## src/hw/tdsb_pkg.sv

```systemverilog
/*
 * Shared constants for the thread debug step/breakpoint block: register map,
 * field positions, reset values, bus answers and the read-path states.
 * Assumes a 32-bit AXI4-Lite register bus and one core clock.
 */
package tdsb_pkg;
	// ------------------------------------------------------------
	// Sizes
	// ------------------------------------------------------------
	localparam int THREADS = 8;
	localparam int TID_W = 3;
	localparam int IA_W = 16;
	localparam int DW = 32;
	localparam int AXI_AW = 12;
	localparam int MIR_AW = 6;
	localparam int MIR_DEPTH = 64;

	// ------------------------------------------------------------
	// Register byte offsets
	// ------------------------------------------------------------
	localparam logic [11:0] OFF_STEP_EN = 12'h000;
	localparam logic [11:0] OFF_EXC_MASK = 12'h004;
	localparam logic [11:0] OFF_STEP_CMD = 12'h008;
	localparam logic [11:0] OFF_BP_ADDR = 12'h00c;
	localparam logic [11:0] OFF_BP_CTRL = 12'h010;
	localparam logic [11:0] OFF_STEP_ACT = 12'h014;
	localparam logic [11:0] OFF_EXC_HALT = 12'h018;
	localparam logic [11:0] OFF_IRQ_STAT = 12'h01c;
	localparam logic [11:0] OFF_IRQ_MASK = 12'h020;
	localparam logic [11:0] OFF_BP_THREAD = 12'h024;
	localparam logic [11:0] OFF_MIR_BASE = 12'h100;
	localparam logic [11:0] MIR_WIN_MASK = 12'hf00;

	// ------------------------------------------------------------
	// Fields and reset values
	// ------------------------------------------------------------
	localparam int BP_ENA_BIT = 0;
	localparam int IRQ_BP_BIT = 0;
	localparam int IRQ_STEP_BIT = 1;
	localparam int IRQ_W = 2;
	localparam logic [7:0] THR_RST = 8'h00;
	localparam logic [15:0] BP_ADDR_RST = 16'h0000;
	localparam logic [1:0] IRQ_RST = 2'h0;

	// ------------------------------------------------------------
	// Bus answers and read-path states
	// ------------------------------------------------------------
	localparam logic [1:0] RESP_OKAY = 2'h0;
	localparam logic [1:0] RESP_SLVERR = 2'h2;

	typedef enum logic [1:0] {TDSB_RD_IDLE, TDSB_RD_WAIT, TDSB_RD_RESP} tdsb_rd_e;
endpackage

```

## src/hw/tdsb_axil_slave.sv

```systemverilog
/*
 * AXI4-Lite slave front end: turns bus transfers into one-cycle write and
 * read requests. Assumes the register file answers a read request with
 * registered data and error one cycle later, held until the next request.
 */
`timescale 1ns/1ps
module tdsb_axil_slave (
	input wire logic aclk,
	input wire logic aresetn,
	input wire logic [tdsb_pkg::AXI_AW-1:0] s_axi_awaddr,
	input wire logic s_axi_awvalid,
	output logic s_axi_awready,
	input wire logic [31:0] s_axi_wdata,
	input wire logic [3:0] s_axi_wstrb,
	input wire logic s_axi_wvalid,
	output logic s_axi_wready,
	output logic [1:0] s_axi_bresp,
	output logic s_axi_bvalid,
	input wire logic s_axi_bready,
	input wire logic [tdsb_pkg::AXI_AW-1:0] s_axi_araddr,
	input wire logic s_axi_arvalid,
	output logic s_axi_arready,
	output logic [31:0] s_axi_rdata,
	output logic [1:0] s_axi_rresp,
	output logic s_axi_rvalid,
	input wire logic s_axi_rready,
	output logic wr_req,
	output logic [tdsb_pkg::AXI_AW-1:0] wr_addr,
	output logic [31:0] wr_data,
	output logic [3:0] wr_strb,
	input wire logic wr_err,
	output logic rd_req,
	output logic [tdsb_pkg::AXI_AW-1:0] rd_addr,
	input wire logic [31:0] rd_data,
	input wire logic rd_err
);
	import tdsb_pkg::*;

	// ------------------------------------------------------------
	// Write channel
	// ------------------------------------------------------------
	logic aw_held;
	logic w_held;
	tdsb_rd_e rd_st;

	assign s_axi_awready = !aw_held && !s_axi_bvalid;
	assign s_axi_wready = !w_held && !s_axi_bvalid;
	assign wr_req = aw_held && w_held && !s_axi_bvalid;

	always_ff @(posedge aclk) begin
		if (!aresetn) begin
			aw_held <= 1'b0;
			wr_addr <= '0;
		end else if (s_axi_awvalid && s_axi_awready) begin
			aw_held <= 1'b1;
			wr_addr <= s_axi_awaddr;
		end else if (wr_req) begin
			aw_held <= 1'b0;
		end
	end

	always_ff @(posedge aclk) begin
		if (!aresetn) begin
			w_held <= 1'b0;
			wr_data <= '0;
			wr_strb <= '0;
		end else if (s_axi_wvalid && s_axi_wready) begin
			w_held <= 1'b1;
			wr_data <= s_axi_wdata;
			wr_strb <= s_axi_wstrb;
		end else if (wr_req) begin
			w_held <= 1'b0;
		end
	end

	always_ff @(posedge aclk) begin
		if (!aresetn) begin
			s_axi_bvalid <= 1'b0;
			s_axi_bresp <= RESP_OKAY;
		end else if (wr_req) begin
			s_axi_bvalid <= 1'b1;
			s_axi_bresp <= wr_err ? RESP_SLVERR : RESP_OKAY;
		end else if (s_axi_bready) begin
			s_axi_bvalid <= 1'b0;
		end
	end

	// ------------------------------------------------------------
	// Read channel
	// ------------------------------------------------------------
	assign s_axi_arready = (rd_st == TDSB_RD_IDLE);
	assign rd_req = (rd_st == TDSB_RD_WAIT);
	assign s_axi_rvalid = (rd_st == TDSB_RD_RESP);
	assign s_axi_rdata = rd_data;
	assign s_axi_rresp = rd_err ? RESP_SLVERR : RESP_OKAY;

	always_ff @(posedge aclk) begin
		if (!aresetn) begin
			rd_st <= TDSB_RD_IDLE;
			rd_addr <= '0;
		end else begin
			case (rd_st)
				TDSB_RD_IDLE: begin
					if (s_axi_arvalid) begin
						rd_st <= TDSB_RD_WAIT;
						rd_addr <= s_axi_araddr;
					end
				end
				TDSB_RD_WAIT: rd_st <= TDSB_RD_RESP;
				TDSB_RD_RESP: begin
					if (s_axi_rready) begin
						rd_st <= TDSB_RD_IDLE;
					end
				end
				default: rd_st <= TDSB_RD_IDLE;
			endcase
		end
	end
endmodule

```

## src/hw/tdsb_reg_mirror.sv

```systemverilog
/*
 * Read-only mirror of processor and coprocessor scalar/array registers.
 * Assumes the processor side pushes every register update on the write
 * port in the core clock domain; the read data come out of a register.
 */
`timescale 1ns/1ps
module tdsb_reg_mirror (
	input wire logic aclk,
	input wire logic wr_en,
	input wire logic [tdsb_pkg::MIR_AW-1:0] wr_idx,
	input wire logic [tdsb_pkg::DW-1:0] wr_data,
	input wire logic rd_en,
	input wire logic [tdsb_pkg::MIR_AW-1:0] rd_idx,
	output logic [tdsb_pkg::DW-1:0] rd_data
);
	import tdsb_pkg::*;

	logic [DW-1:0] mem [MIR_DEPTH];

	// No reset: contents only mean anything once the processor wrote them
	always_ff @(posedge aclk) begin
		if (wr_en) begin
			mem[wr_idx] <= wr_data;
		end
	end

	always_ff @(posedge aclk) begin
		if (rd_en) begin
			rd_data <= mem[rd_idx];
		end
	end
endmodule

```

## src/hw/tdsb_thread_debug.sv

```systemverilog
/*
 * Per-thread single step and shared instruction breakpoint for the
 * picoprocessor threads, plus a read-only register mirror, on AXI4-Lite.
 * Assumes thread fetch/address inputs and mirror updates come from logic
 * on the same core clock; each thread executes only while its run bit is high.
 */
// Added by the designer: register access over AXI4-Lite and the placing of the registers.
`timescale 1ns/1ps
// Contract
// RQ1 - Each thread can be put into single step independently of others.
// RQ2 - One step advances a stepping thread by exactly one instruction.
// RQ3 - Stepping never stalls or gates coprocessor operations.
// RQ4 - Step-enable mask, one bit per thread, read/write, forces stepping.
// RQ5 - Step-on-exception mask picks threads that step on debug interrupt.
// RQ6 - A stepping thread moves only on a step command register write.
// RQ7 - One breakpoint comparator shared by all threads. The code has one comparator per thread against the one shared bp_addr.
// RQ8 - A thread address equal to breakpoint raises a debug-class interrupt.
// RQ9 - On that interrupt, threads set in exception mask enter stepping.
// RQ10 - The breakpoint address sits in a software-writable register.
// RQ11 - Processor and coprocessor registers are readable on the bus.
// RQ12 - Mirrored general registers are read-only; bus writes never change them.
// RQ13 - Both step masks clear at reset so all threads run freely.
module tdsb_thread_debug (
	input wire logic aclk,
	input wire logic aresetn,
	input wire logic [tdsb_pkg::AXI_AW-1:0] s_axi_awaddr,
	input wire logic s_axi_awvalid,
	output logic s_axi_awready,
	input wire logic [31:0] s_axi_wdata,
	input wire logic [3:0] s_axi_wstrb,
	input wire logic s_axi_wvalid,
	output logic s_axi_wready,
	output logic [1:0] s_axi_bresp,
	output logic s_axi_bvalid,
	input wire logic s_axi_bready,
	input wire logic [tdsb_pkg::AXI_AW-1:0] s_axi_araddr,
	input wire logic s_axi_arvalid,
	output logic s_axi_arready,
	output logic [31:0] s_axi_rdata,
	output logic [1:0] s_axi_rresp,
	output logic s_axi_rvalid,
	input wire logic s_axi_rready,
	input wire logic [tdsb_pkg::THREADS*tdsb_pkg::IA_W-1:0] thread_iaddr,
	input wire logic [tdsb_pkg::THREADS-1:0] thread_fetch,
	output logic [tdsb_pkg::THREADS-1:0] thread_run,
	output logic debug_irq_pulse,
	output logic irq,
	input wire logic mirror_wr_en,
	input wire logic [tdsb_pkg::MIR_AW-1:0] mirror_wr_idx,
	input wire logic [31:0] mirror_wr_data
);
	import tdsb_pkg::*;

	// ------------------------------------------------------------
	// Helpers
	// ------------------------------------------------------------
	function automatic logic [31:0] strb_merge(input logic [31:0] old,
			input logic [31:0] nv, input logic [3:0] strb);
		logic [31:0] r;
		r = old;
		for (int b = 0; b < 4; b++) begin
			if (strb[b]) begin
				r[b*8 +: 8] = nv[b*8 +: 8];
			end
		end
		return r;
	endfunction

	function automatic logic [31:0] pad_thr(input logic [THREADS-1:0] v);
		return {{(32-THREADS){1'b0}}, v};
	endfunction

	function automatic logic [TID_W-1:0] first_idx(input logic [THREADS-1:0] v);
		logic [TID_W-1:0] r;
		r = '0;
		for (int t = THREADS - 1; t >= 0; t--) begin
			if (v[t]) begin
				r = TID_W'(t);
			end
		end
		return r;
	endfunction

	function automatic logic [IA_W-1:0] lane(input logic [THREADS*IA_W-1:0] f,
			input logic [TID_W-1:0] i);
		return f[i*IA_W +: IA_W];
	endfunction

	// ------------------------------------------------------------
	// Bus front end and mirror
	// ------------------------------------------------------------
	logic wr_req;
	logic [AXI_AW-1:0] wr_addr;
	logic [31:0] wr_data;
	logic [3:0] wr_strb;
	logic wr_err;
	logic rd_req;
	logic [AXI_AW-1:0] rd_addr;
	logic [31:0] rd_data;
	logic rd_err;
	logic [31:0] mir_rdata;

	tdsb_axil_slave u_bus (
		.aclk(aclk),
		.aresetn(aresetn),
		.s_axi_awaddr(s_axi_awaddr),
		.s_axi_awvalid(s_axi_awvalid),
		.s_axi_awready(s_axi_awready),
		.s_axi_wdata(s_axi_wdata),
		.s_axi_wstrb(s_axi_wstrb),
		.s_axi_wvalid(s_axi_wvalid),
		.s_axi_wready(s_axi_wready),
		.s_axi_bresp(s_axi_bresp),
		.s_axi_bvalid(s_axi_bvalid),
		.s_axi_bready(s_axi_bready),
		.s_axi_araddr(s_axi_araddr),
		.s_axi_arvalid(s_axi_arvalid),
		.s_axi_arready(s_axi_arready),
		.s_axi_rdata(s_axi_rdata),
		.s_axi_rresp(s_axi_rresp),
		.s_axi_rvalid(s_axi_rvalid),
		.s_axi_rready(s_axi_rready),
		.wr_req(wr_req),
		.wr_addr(wr_addr),
		.wr_data(wr_data),
		.wr_strb(wr_strb),
		.wr_err(wr_err),
		.rd_req(rd_req),
		.rd_addr(rd_addr),
		.rd_data(rd_data),
		.rd_err(rd_err)
	);

	wire [11:0] wa = {wr_addr[11:2], 2'b00};
	wire [11:0] ra = {rd_addr[11:2], 2'b00};
	wire rd_mir = (ra & MIR_WIN_MASK) == OFF_MIR_BASE;
	wire wr_mir = (wa & MIR_WIN_MASK) == OFF_MIR_BASE;

	tdsb_reg_mirror u_mirror (
		.aclk(aclk),
		.wr_en(mirror_wr_en),
		.wr_idx(mirror_wr_idx),
		.wr_data(mirror_wr_data),
		.rd_en(rd_req && rd_mir), // [RQ11]
		.rd_idx(ra[MIR_AW+1:2]),
		.rd_data(mir_rdata)
	);

	// ------------------------------------------------------------
	// Write decode
	// ------------------------------------------------------------
	wire we_en = wr_req && wa == OFF_STEP_EN;
	wire we_exc = wr_req && wa == OFF_EXC_MASK;
	wire we_cmd = wr_req && wa == OFF_STEP_CMD;
	wire we_bpa = wr_req && wa == OFF_BP_ADDR;
	wire we_bpc = wr_req && wa == OFF_BP_CTRL;
	wire we_halt = wr_req && wa == OFF_EXC_HALT;
	wire we_stat = wr_req && wa == OFF_IRQ_STAT;
	wire we_mask = wr_req && wa == OFF_IRQ_MASK;
	// Mirror window and status-only registers refuse writes [RQ12]
	assign wr_err = !(we_en || we_exc || we_cmd || we_bpa || we_bpc || we_halt
		|| we_stat || we_mask);
	wire [THREADS-1:0] wr_thr = wr_data[THREADS-1:0];
	wire lane0 = wr_strb[0];

	// ------------------------------------------------------------
	// Step control
	// ------------------------------------------------------------
	logic [THREADS-1:0] step_en;
	logic [THREADS-1:0] exc_mask;
	logic [THREADS-1:0] exc_halt;
	logic [THREADS-1:0] step_pulse;
	logic [IA_W-1:0] bp_addr;
	logic bp_ena;
	logic [THREADS-1:0] bp_hit;
	logic [TID_W-1:0] bp_thread;
	logic [IRQ_W-1:0] irq_stat;
	logic [IRQ_W-1:0] irq_mask;

	wire [THREADS-1:0] step_mode = step_en | exc_halt; // [RQ1]
	wire [THREADS-1:0] step_go = (we_cmd && lane0) ? (wr_thr & step_mode) : '0; // [RQ6]
	// Only the sequencer is held; coprocessors keep their own pace [RQ3]
	assign thread_run = ~step_mode | step_pulse; // [RQ2] [RQ6]
	wire bp_any = |bp_hit;
	wire [THREADS-1:0] halt_set = bp_any ? exc_mask : '0; // [RQ9]
	wire [THREADS-1:0] halt_clr = (we_halt && lane0) ? wr_thr : '0;
	wire [THREADS-1:0] next_exc_halt = (exc_halt & ~halt_clr) | halt_set;
	wire [IRQ_W-1:0] irq_evt = {|step_pulse, bp_any};
	wire [IRQ_W-1:0] stat_clr = (we_stat && lane0) ? wr_data[IRQ_W-1:0] : '0;
	// Hardware set wins over a same-cycle software clear
	wire [IRQ_W-1:0] next_irq_stat = (irq_stat & ~stat_clr) | irq_evt;
	wire [31:0] step_en_m = strb_merge(pad_thr(step_en), wr_data, wr_strb);
	wire [31:0] exc_mask_m = strb_merge(pad_thr(exc_mask), wr_data, wr_strb);
	wire [31:0] bp_addr_m = strb_merge(32'(bp_addr), wr_data, wr_strb);

	// One comparator per thread against the single shared bp_addr; a thread only hits on an instruction it issues
	always_comb begin
		bp_hit = '0;
		for (int t = 0; t < THREADS; t++) begin
			bp_hit[t] = bp_ena && thread_fetch[t] && thread_run[t]
				&& lane(thread_iaddr, TID_W'(t)) == bp_addr; // [RQ7]
		end
	end

	always_ff @(posedge aclk) begin
		if (!aresetn) begin
			step_en <= THR_RST; // [RQ13]
			exc_mask <= THR_RST; // [RQ13]
		end else begin
			if (we_en) step_en <= step_en_m[THREADS-1:0]; // [RQ4]
			if (we_exc) exc_mask <= exc_mask_m[THREADS-1:0]; // [RQ5]
		end
	end

	always_ff @(posedge aclk) begin
		if (!aresetn) begin
			exc_halt <= THR_RST;
			step_pulse <= THR_RST;
		end else begin
			exc_halt <= next_exc_halt;
			step_pulse <= step_go; // [RQ2]
		end
	end

	always_ff @(posedge aclk) begin
		if (!aresetn) begin
			bp_addr <= BP_ADDR_RST;
			bp_ena <= 1'b0;
		end else begin
			if (we_bpa) bp_addr <= bp_addr_m[IA_W-1:0]; // [RQ10]
			if (we_bpc && lane0) bp_ena <= wr_data[BP_ENA_BIT];
		end
	end

	always_ff @(posedge aclk) begin
		if (!aresetn) begin
			debug_irq_pulse <= 1'b0;
			bp_thread <= '0;
			irq_stat <= IRQ_RST;
			irq_mask <= IRQ_RST;
		end else begin
			debug_irq_pulse <= bp_any; // [RQ8]
			if (bp_any) bp_thread <= first_idx(bp_hit);
			irq_stat <= next_irq_stat;
			if (we_mask && lane0) irq_mask <= wr_data[IRQ_W-1:0];
		end
	end

	assign irq = |(irq_stat & irq_mask);

	// ------------------------------------------------------------
	// Read path
	// ------------------------------------------------------------
	wire [31:0] reg_rdata =
		(ra == OFF_STEP_EN) ? pad_thr(step_en) :
		(ra == OFF_EXC_MASK) ? pad_thr(exc_mask) :
		(ra == OFF_BP_ADDR) ? 32'(bp_addr) :
		(ra == OFF_BP_CTRL) ? 32'(bp_ena) :
		(ra == OFF_STEP_ACT) ? pad_thr(step_mode) :
		(ra == OFF_EXC_HALT) ? pad_thr(exc_halt) :
		(ra == OFF_IRQ_STAT) ? 32'(irq_stat) :
		(ra == OFF_IRQ_MASK) ? 32'(irq_mask) :
		(ra == OFF_BP_THREAD) ? 32'(bp_thread) : 32'h0000_0000;
	wire rd_map = rd_mir || ra == OFF_STEP_CMD || ra <= OFF_BP_THREAD;
	logic [31:0] reg_rd_q;
	logic rd_mir_q;
	logic rd_err_q;

	always_ff @(posedge aclk) begin
		if (!aresetn) begin
			reg_rd_q <= '0;
			rd_mir_q <= 1'b0;
			rd_err_q <= 1'b0;
		end else if (rd_req) begin
			reg_rd_q <= reg_rdata;
			rd_mir_q <= rd_mir;
			rd_err_q <= !rd_map;
		end
	end

	assign rd_data = rd_mir_q ? mir_rdata : reg_rd_q;
	assign rd_err = rd_err_q;
endmodule

```

## config.mk

```make
export PLATFORM = sky130hd
export DESIGN_NAME = tdsb_thread_debug
export DESIGN_NICKNAME = d
export VERILOG_FILES = /design/src/hw/tdsb_pkg.sv /design/src/hw/tdsb_axil_slave.sv /design/src/hw/tdsb_reg_mirror.sv /design/src/hw/tdsb_thread_debug.sv
export SDC_FILE = /design/constraint.sdc
export NUM_CORES = 2
export LEC_CHECK = 0
export ABC_CLOCK_PERIOD_IN_PS = 4900
export BUFFER_PORTS_ARGS = -buffer_cell sky130_fd_sc_hd__buf_2
export CAP_MARGIN = 40
export CORE_UTILIZATION = 60
export CTS_CLUSTER_DIAMETER = 40
export DETAILED_ROUTE_END_ITERATION = 10
export MAX_ROUTING_LAYER = met4
export PLACE_DENSITY = 0.85
export SKIP_LAST_GASP = 1
export SLEW_MARGIN = 20
export SYNTH_ARGS = -nofsm -noshare
export SYNTH_HDL_FRONTEND = slang
export SYNTH_SLANG_ARGS = --single-unit
```

## constraint.sdc

```tcl
create_clock -name aclk -period 4.9 [get_ports aclk]
set_input_delay 0.98 -clock aclk [delete_from_list [all_inputs] [get_ports aclk]]
set_output_delay 0.98 -clock aclk [all_outputs]
set_load 0.01 [all_outputs]
```

==> results.cfg <==
[setup_path]
rrSetupSlack_ns = 1.21
crit_family = multiplexers
crit_top_cell = mux4_2
rr_endpoint = u_mirror.rd_data[20]
reg2regPathDepth = 4
reg2reg_from = u_bus.rd_addr[2]
crit_path_max_incr_delay_ns = 0.88
crit_cells = 4
cp_slowest_cell = dfxtp_4
timing.critical_path.buf_inv = 1
crit_type = register to register
arrival_ns = 4.26
path_max_fanout = 63
critPathCaptureType = register
cp_cell_sequence = buf_12, mux4_2, mux4_2, mux4_2
critical_path_required_ns = 5.48
start_kind = register

[worst_hold_path]
hold_path_end = u_bus.rd_addr[2]
hold_path_class = input pin to register
min_path_cells = 3
holdCritStartpoint = s_axi_araddr[2]

[sta]
setup_viol = 0
hold_viol = 0
post-route-min-period_ns = 3.69
max_freq_mhz = 271
drv_slew = 0
slew_headroom_pct = 34.7
worstMarginPinSlew_ns = 0.978
grt_setup_unrepaired = false
clock_skew_ns = 0.0348
period_share_pct = 75.2
whs_ns = 0.364
tns_ns = 0

[clock_tree]
postCtsHoldBufs = 0
cts_tree = done
clkTransAtPathRegs_ns = 0.06
h-tree-depth = 4
clock_sinks = 2199
cts_resized = 0
cts_buffer_depth = 3
cts_root_buf = clkbuf_16
clock_latency_ns = 0.88
postCtsSetupBuffers = 0
cts_buffers = 216

[drt]
first_iter_violations = 8577
routed_wl_um = 271000
wire_per_inst_um = 42.5
vias_per_cell = 7.42
drc = 0
ant_nets = 0
first_pass_iters = 6
num_vias = 47200

[floorplan]
fp.dieArea_mm2 = 0.144
rows = 138
die_w_um = 379
io_pins = 293
core_mm2 = 0.141
start_util_pct = 60.4
die_h_um = 379

[cells_and_area]
drive_above_1_share_pct = 34.5
fin_nets = 4504
syn_to_final_growth_pct = 15.2
num-fill-cells = 7604
finish.instance_area_mm2 = 0.0984

[logic_synthesis]
yosysWarnings = 0
syn_area_per_cell_um2 = 22.4
synth_cells = 3822
ys_seq_area_share_pct = 75.9
synth.ff_latch_count = 2199
async_flop_share_pct = 0
synth_area_mm2 = 0.0854
synth-edff-count = 2080
synth_flop_cell = edfxtp_1
yosysUniqueCellTypes = 57

[power]
power.total_mw = 40.3
power.switching_mw = 9.25
p_leak_nw = 30.8
combPwrFrac_pct = 6.0
p_int_mw = 31.1
p_sw_share_pct = 22.9
p_per_area_mw_per_mm2 = 410
ir_drop_uv = 382
clkPwrFrac_pct = 42.3
seq_power_share_pct = 51.6

[placed_design]
portBuffers = 268
placed_cell_area_mm2 = 0.0910
gp_congestion = 0.913
place_hpwl_um = 141000

[global_routing]
grt_antenna_before_repair = 27
track_usage_pct = 38.7
grt_first_pass_wirelength_um = 363000
grt_overflow = 0
grt_max_degree = 70
grt_pass1_vias = 46400

[run]
drv_cap = 0

[outcome]
status = complete, no violations
[Yosys cell counts (14+ instances only)]
cell / instances / area share (%)
xor2_1: 77 / 0.79
nand3_1: 27 / 0.16
edfxtp_1: 2080 / 73
and2_1: 22 / 0.16
nor4_1: 25 / 0.18
o21ai_0: 14 / 0.082
nor2_1: 138 / 0.61
buf_4: 17 / 0.15
xnor2_1: 51 / 0.52
buf_2: 50 / 0.29
a21oi_1: 79 / 0.46
mux4_2: 673 / 18
dfxtp_1: 119 / 2.8
nand2_1: 112 / 0.49
clkbuf_1: 128 / 0.56
mux2i_1: 37 / 0.43
buf_1: 16 / 0.070
mux2_2: 17 / 0.22
[stage by stage]
| stage | setup slack [ns] | util [%] | instances |
|---|---|---|---|
| 3_3_place_gp | 1.38 | 63.8 | 5886 |
| 6_report | 1.21 | 69.6 | 6366 |
| 5_1_grt | 1.17 | 69.6 | 6363 |
| 4_1_cts | 1.30 | 69.4 | 6328 |
| 3_5_place_dp | 1.29 | 64.4 | 5924 |
| 2_1_floorplan | 1.32 | - | 3823 |
[area by class of cell]
class | count | area (um^2) | share of cell area [%]
clock buffers | 252 | 5580 | 5.67
inverters | 12 | 52.6 | 0.0534
well taps | 1890 | 2360 | 2.40
clock inverters | 152 | 1540 | 1.56
multi-input cells | 1400 | 20100 | 20.4
diodes | 28 | 70.1 | 0.0712
flip-flops and latches | 2199 | 64900 | 65.9
repair buffers | 433 | 3820 | 3.88
[logic make-up (layout without fill, tap and decap cells)]
family | after synthesis | after routing | synth area share, %
compound gates | 139 | 139 | 0.958
simple gates | 404 | 404 | 2.28
other cells | 1 | 30 | 0.00439
xor+xnor | 128 | 128 | 1.31
flops | 2199 | 2199 | 75.9
mux | 727 | 727 | 18.4
buf+inv | 224 | 849 | 1.14
[routing by layer]
layer	share of wire (%)	routed length, um	GRT usage (%)
met4	7.9	21400	24.5
met1	31	82800	45.8
met5	0	0	-
met3	13	34400	9.58
met2	49	132000	60.0
[worst max path at each step]
stage / from / to / slack [ns]
floorplan: mirror_wr_idx[4] / u_mirror.mem[16][0] / 1.32
global placement: mirror_wr_idx[2] / u_mirror.mem[17][7] / 1.38
detailed placement: mirror_wr_en / u_mirror.mem[62][26] / 1.29
CTS: u_bus.rd_addr[2] / u_mirror.rd_data[18] / 1.30
global route: u_bus.rd_addr[2] / u_mirror.rd_data[20] / 1.17
finish: u_bus.rd_addr[2] / u_mirror.rd_data[20] / 1.21
[cell usage in the layout (no fill, tap or decap), drive strengths merged, types with 22 or more instances in the layout]
master    synthesis  routed
nand3            28      28
mux4            673     673
xnor2            51      51
nor2            138     138
clkinvlp          0      22
diode             0      28
nor4             27      27
buf              84     433
clkinv            2      86
nand2           112     112
clkbuf          128     252
inv              10      35
dfxtp           119     119
mux2i            37      37
xor2             77      77
a21oi            79      79
and2             22      22
edfxtp         2080    2080
[state kept, by name, summed over array words and instances, names as in the netlist, 2 cells and up]
| signal | flops |
|---|---|
| bp_thread | 3 |
| exc_halt | 8 |
| irq_mask | 2 |
| reg_rd_q | 16 |
| u_mirror.rd_data | 32 |
| u_bus.wr_strb | 2 |
| u_mirror.mem | 2048 |
| exc_mask | 8 |
| u_bus.rd_st | 2 |
| step_pulse | 8 |
| step_en | 8 |
| u_bus.wr_addr | 10 |
| u_bus.rd_addr | 10 |
| u_bus.wr_data | 16 |
| irq_stat | 2 |
| bp_addr | 16 |
[tightest hold or removal path, stage by stage]
cell	delay, ns
buf_2	0.10
nand2_1	0.05
a21oi_1	0.06
[power by group through the flow]
| stage | registers, mW | clock network [mW] | logic [mW] |
|---|---|---|---|
| 6_report | 20.8 | 17.1 | 2.43 |
| 5_1_grt | 20.8 | 17.7 | 2.48 |
| 4_1_cts | 20.8 | 17.0 | 2.36 |
| 3_5_place_dp | 21.2 | 0 | 2.27 |
| 3_3_place_gp | 21.2 | 0 | 2.08 |
| 2_1_floorplan | 21.1 | 0 | 1.30 |
(Power assumes the default switching activity.)
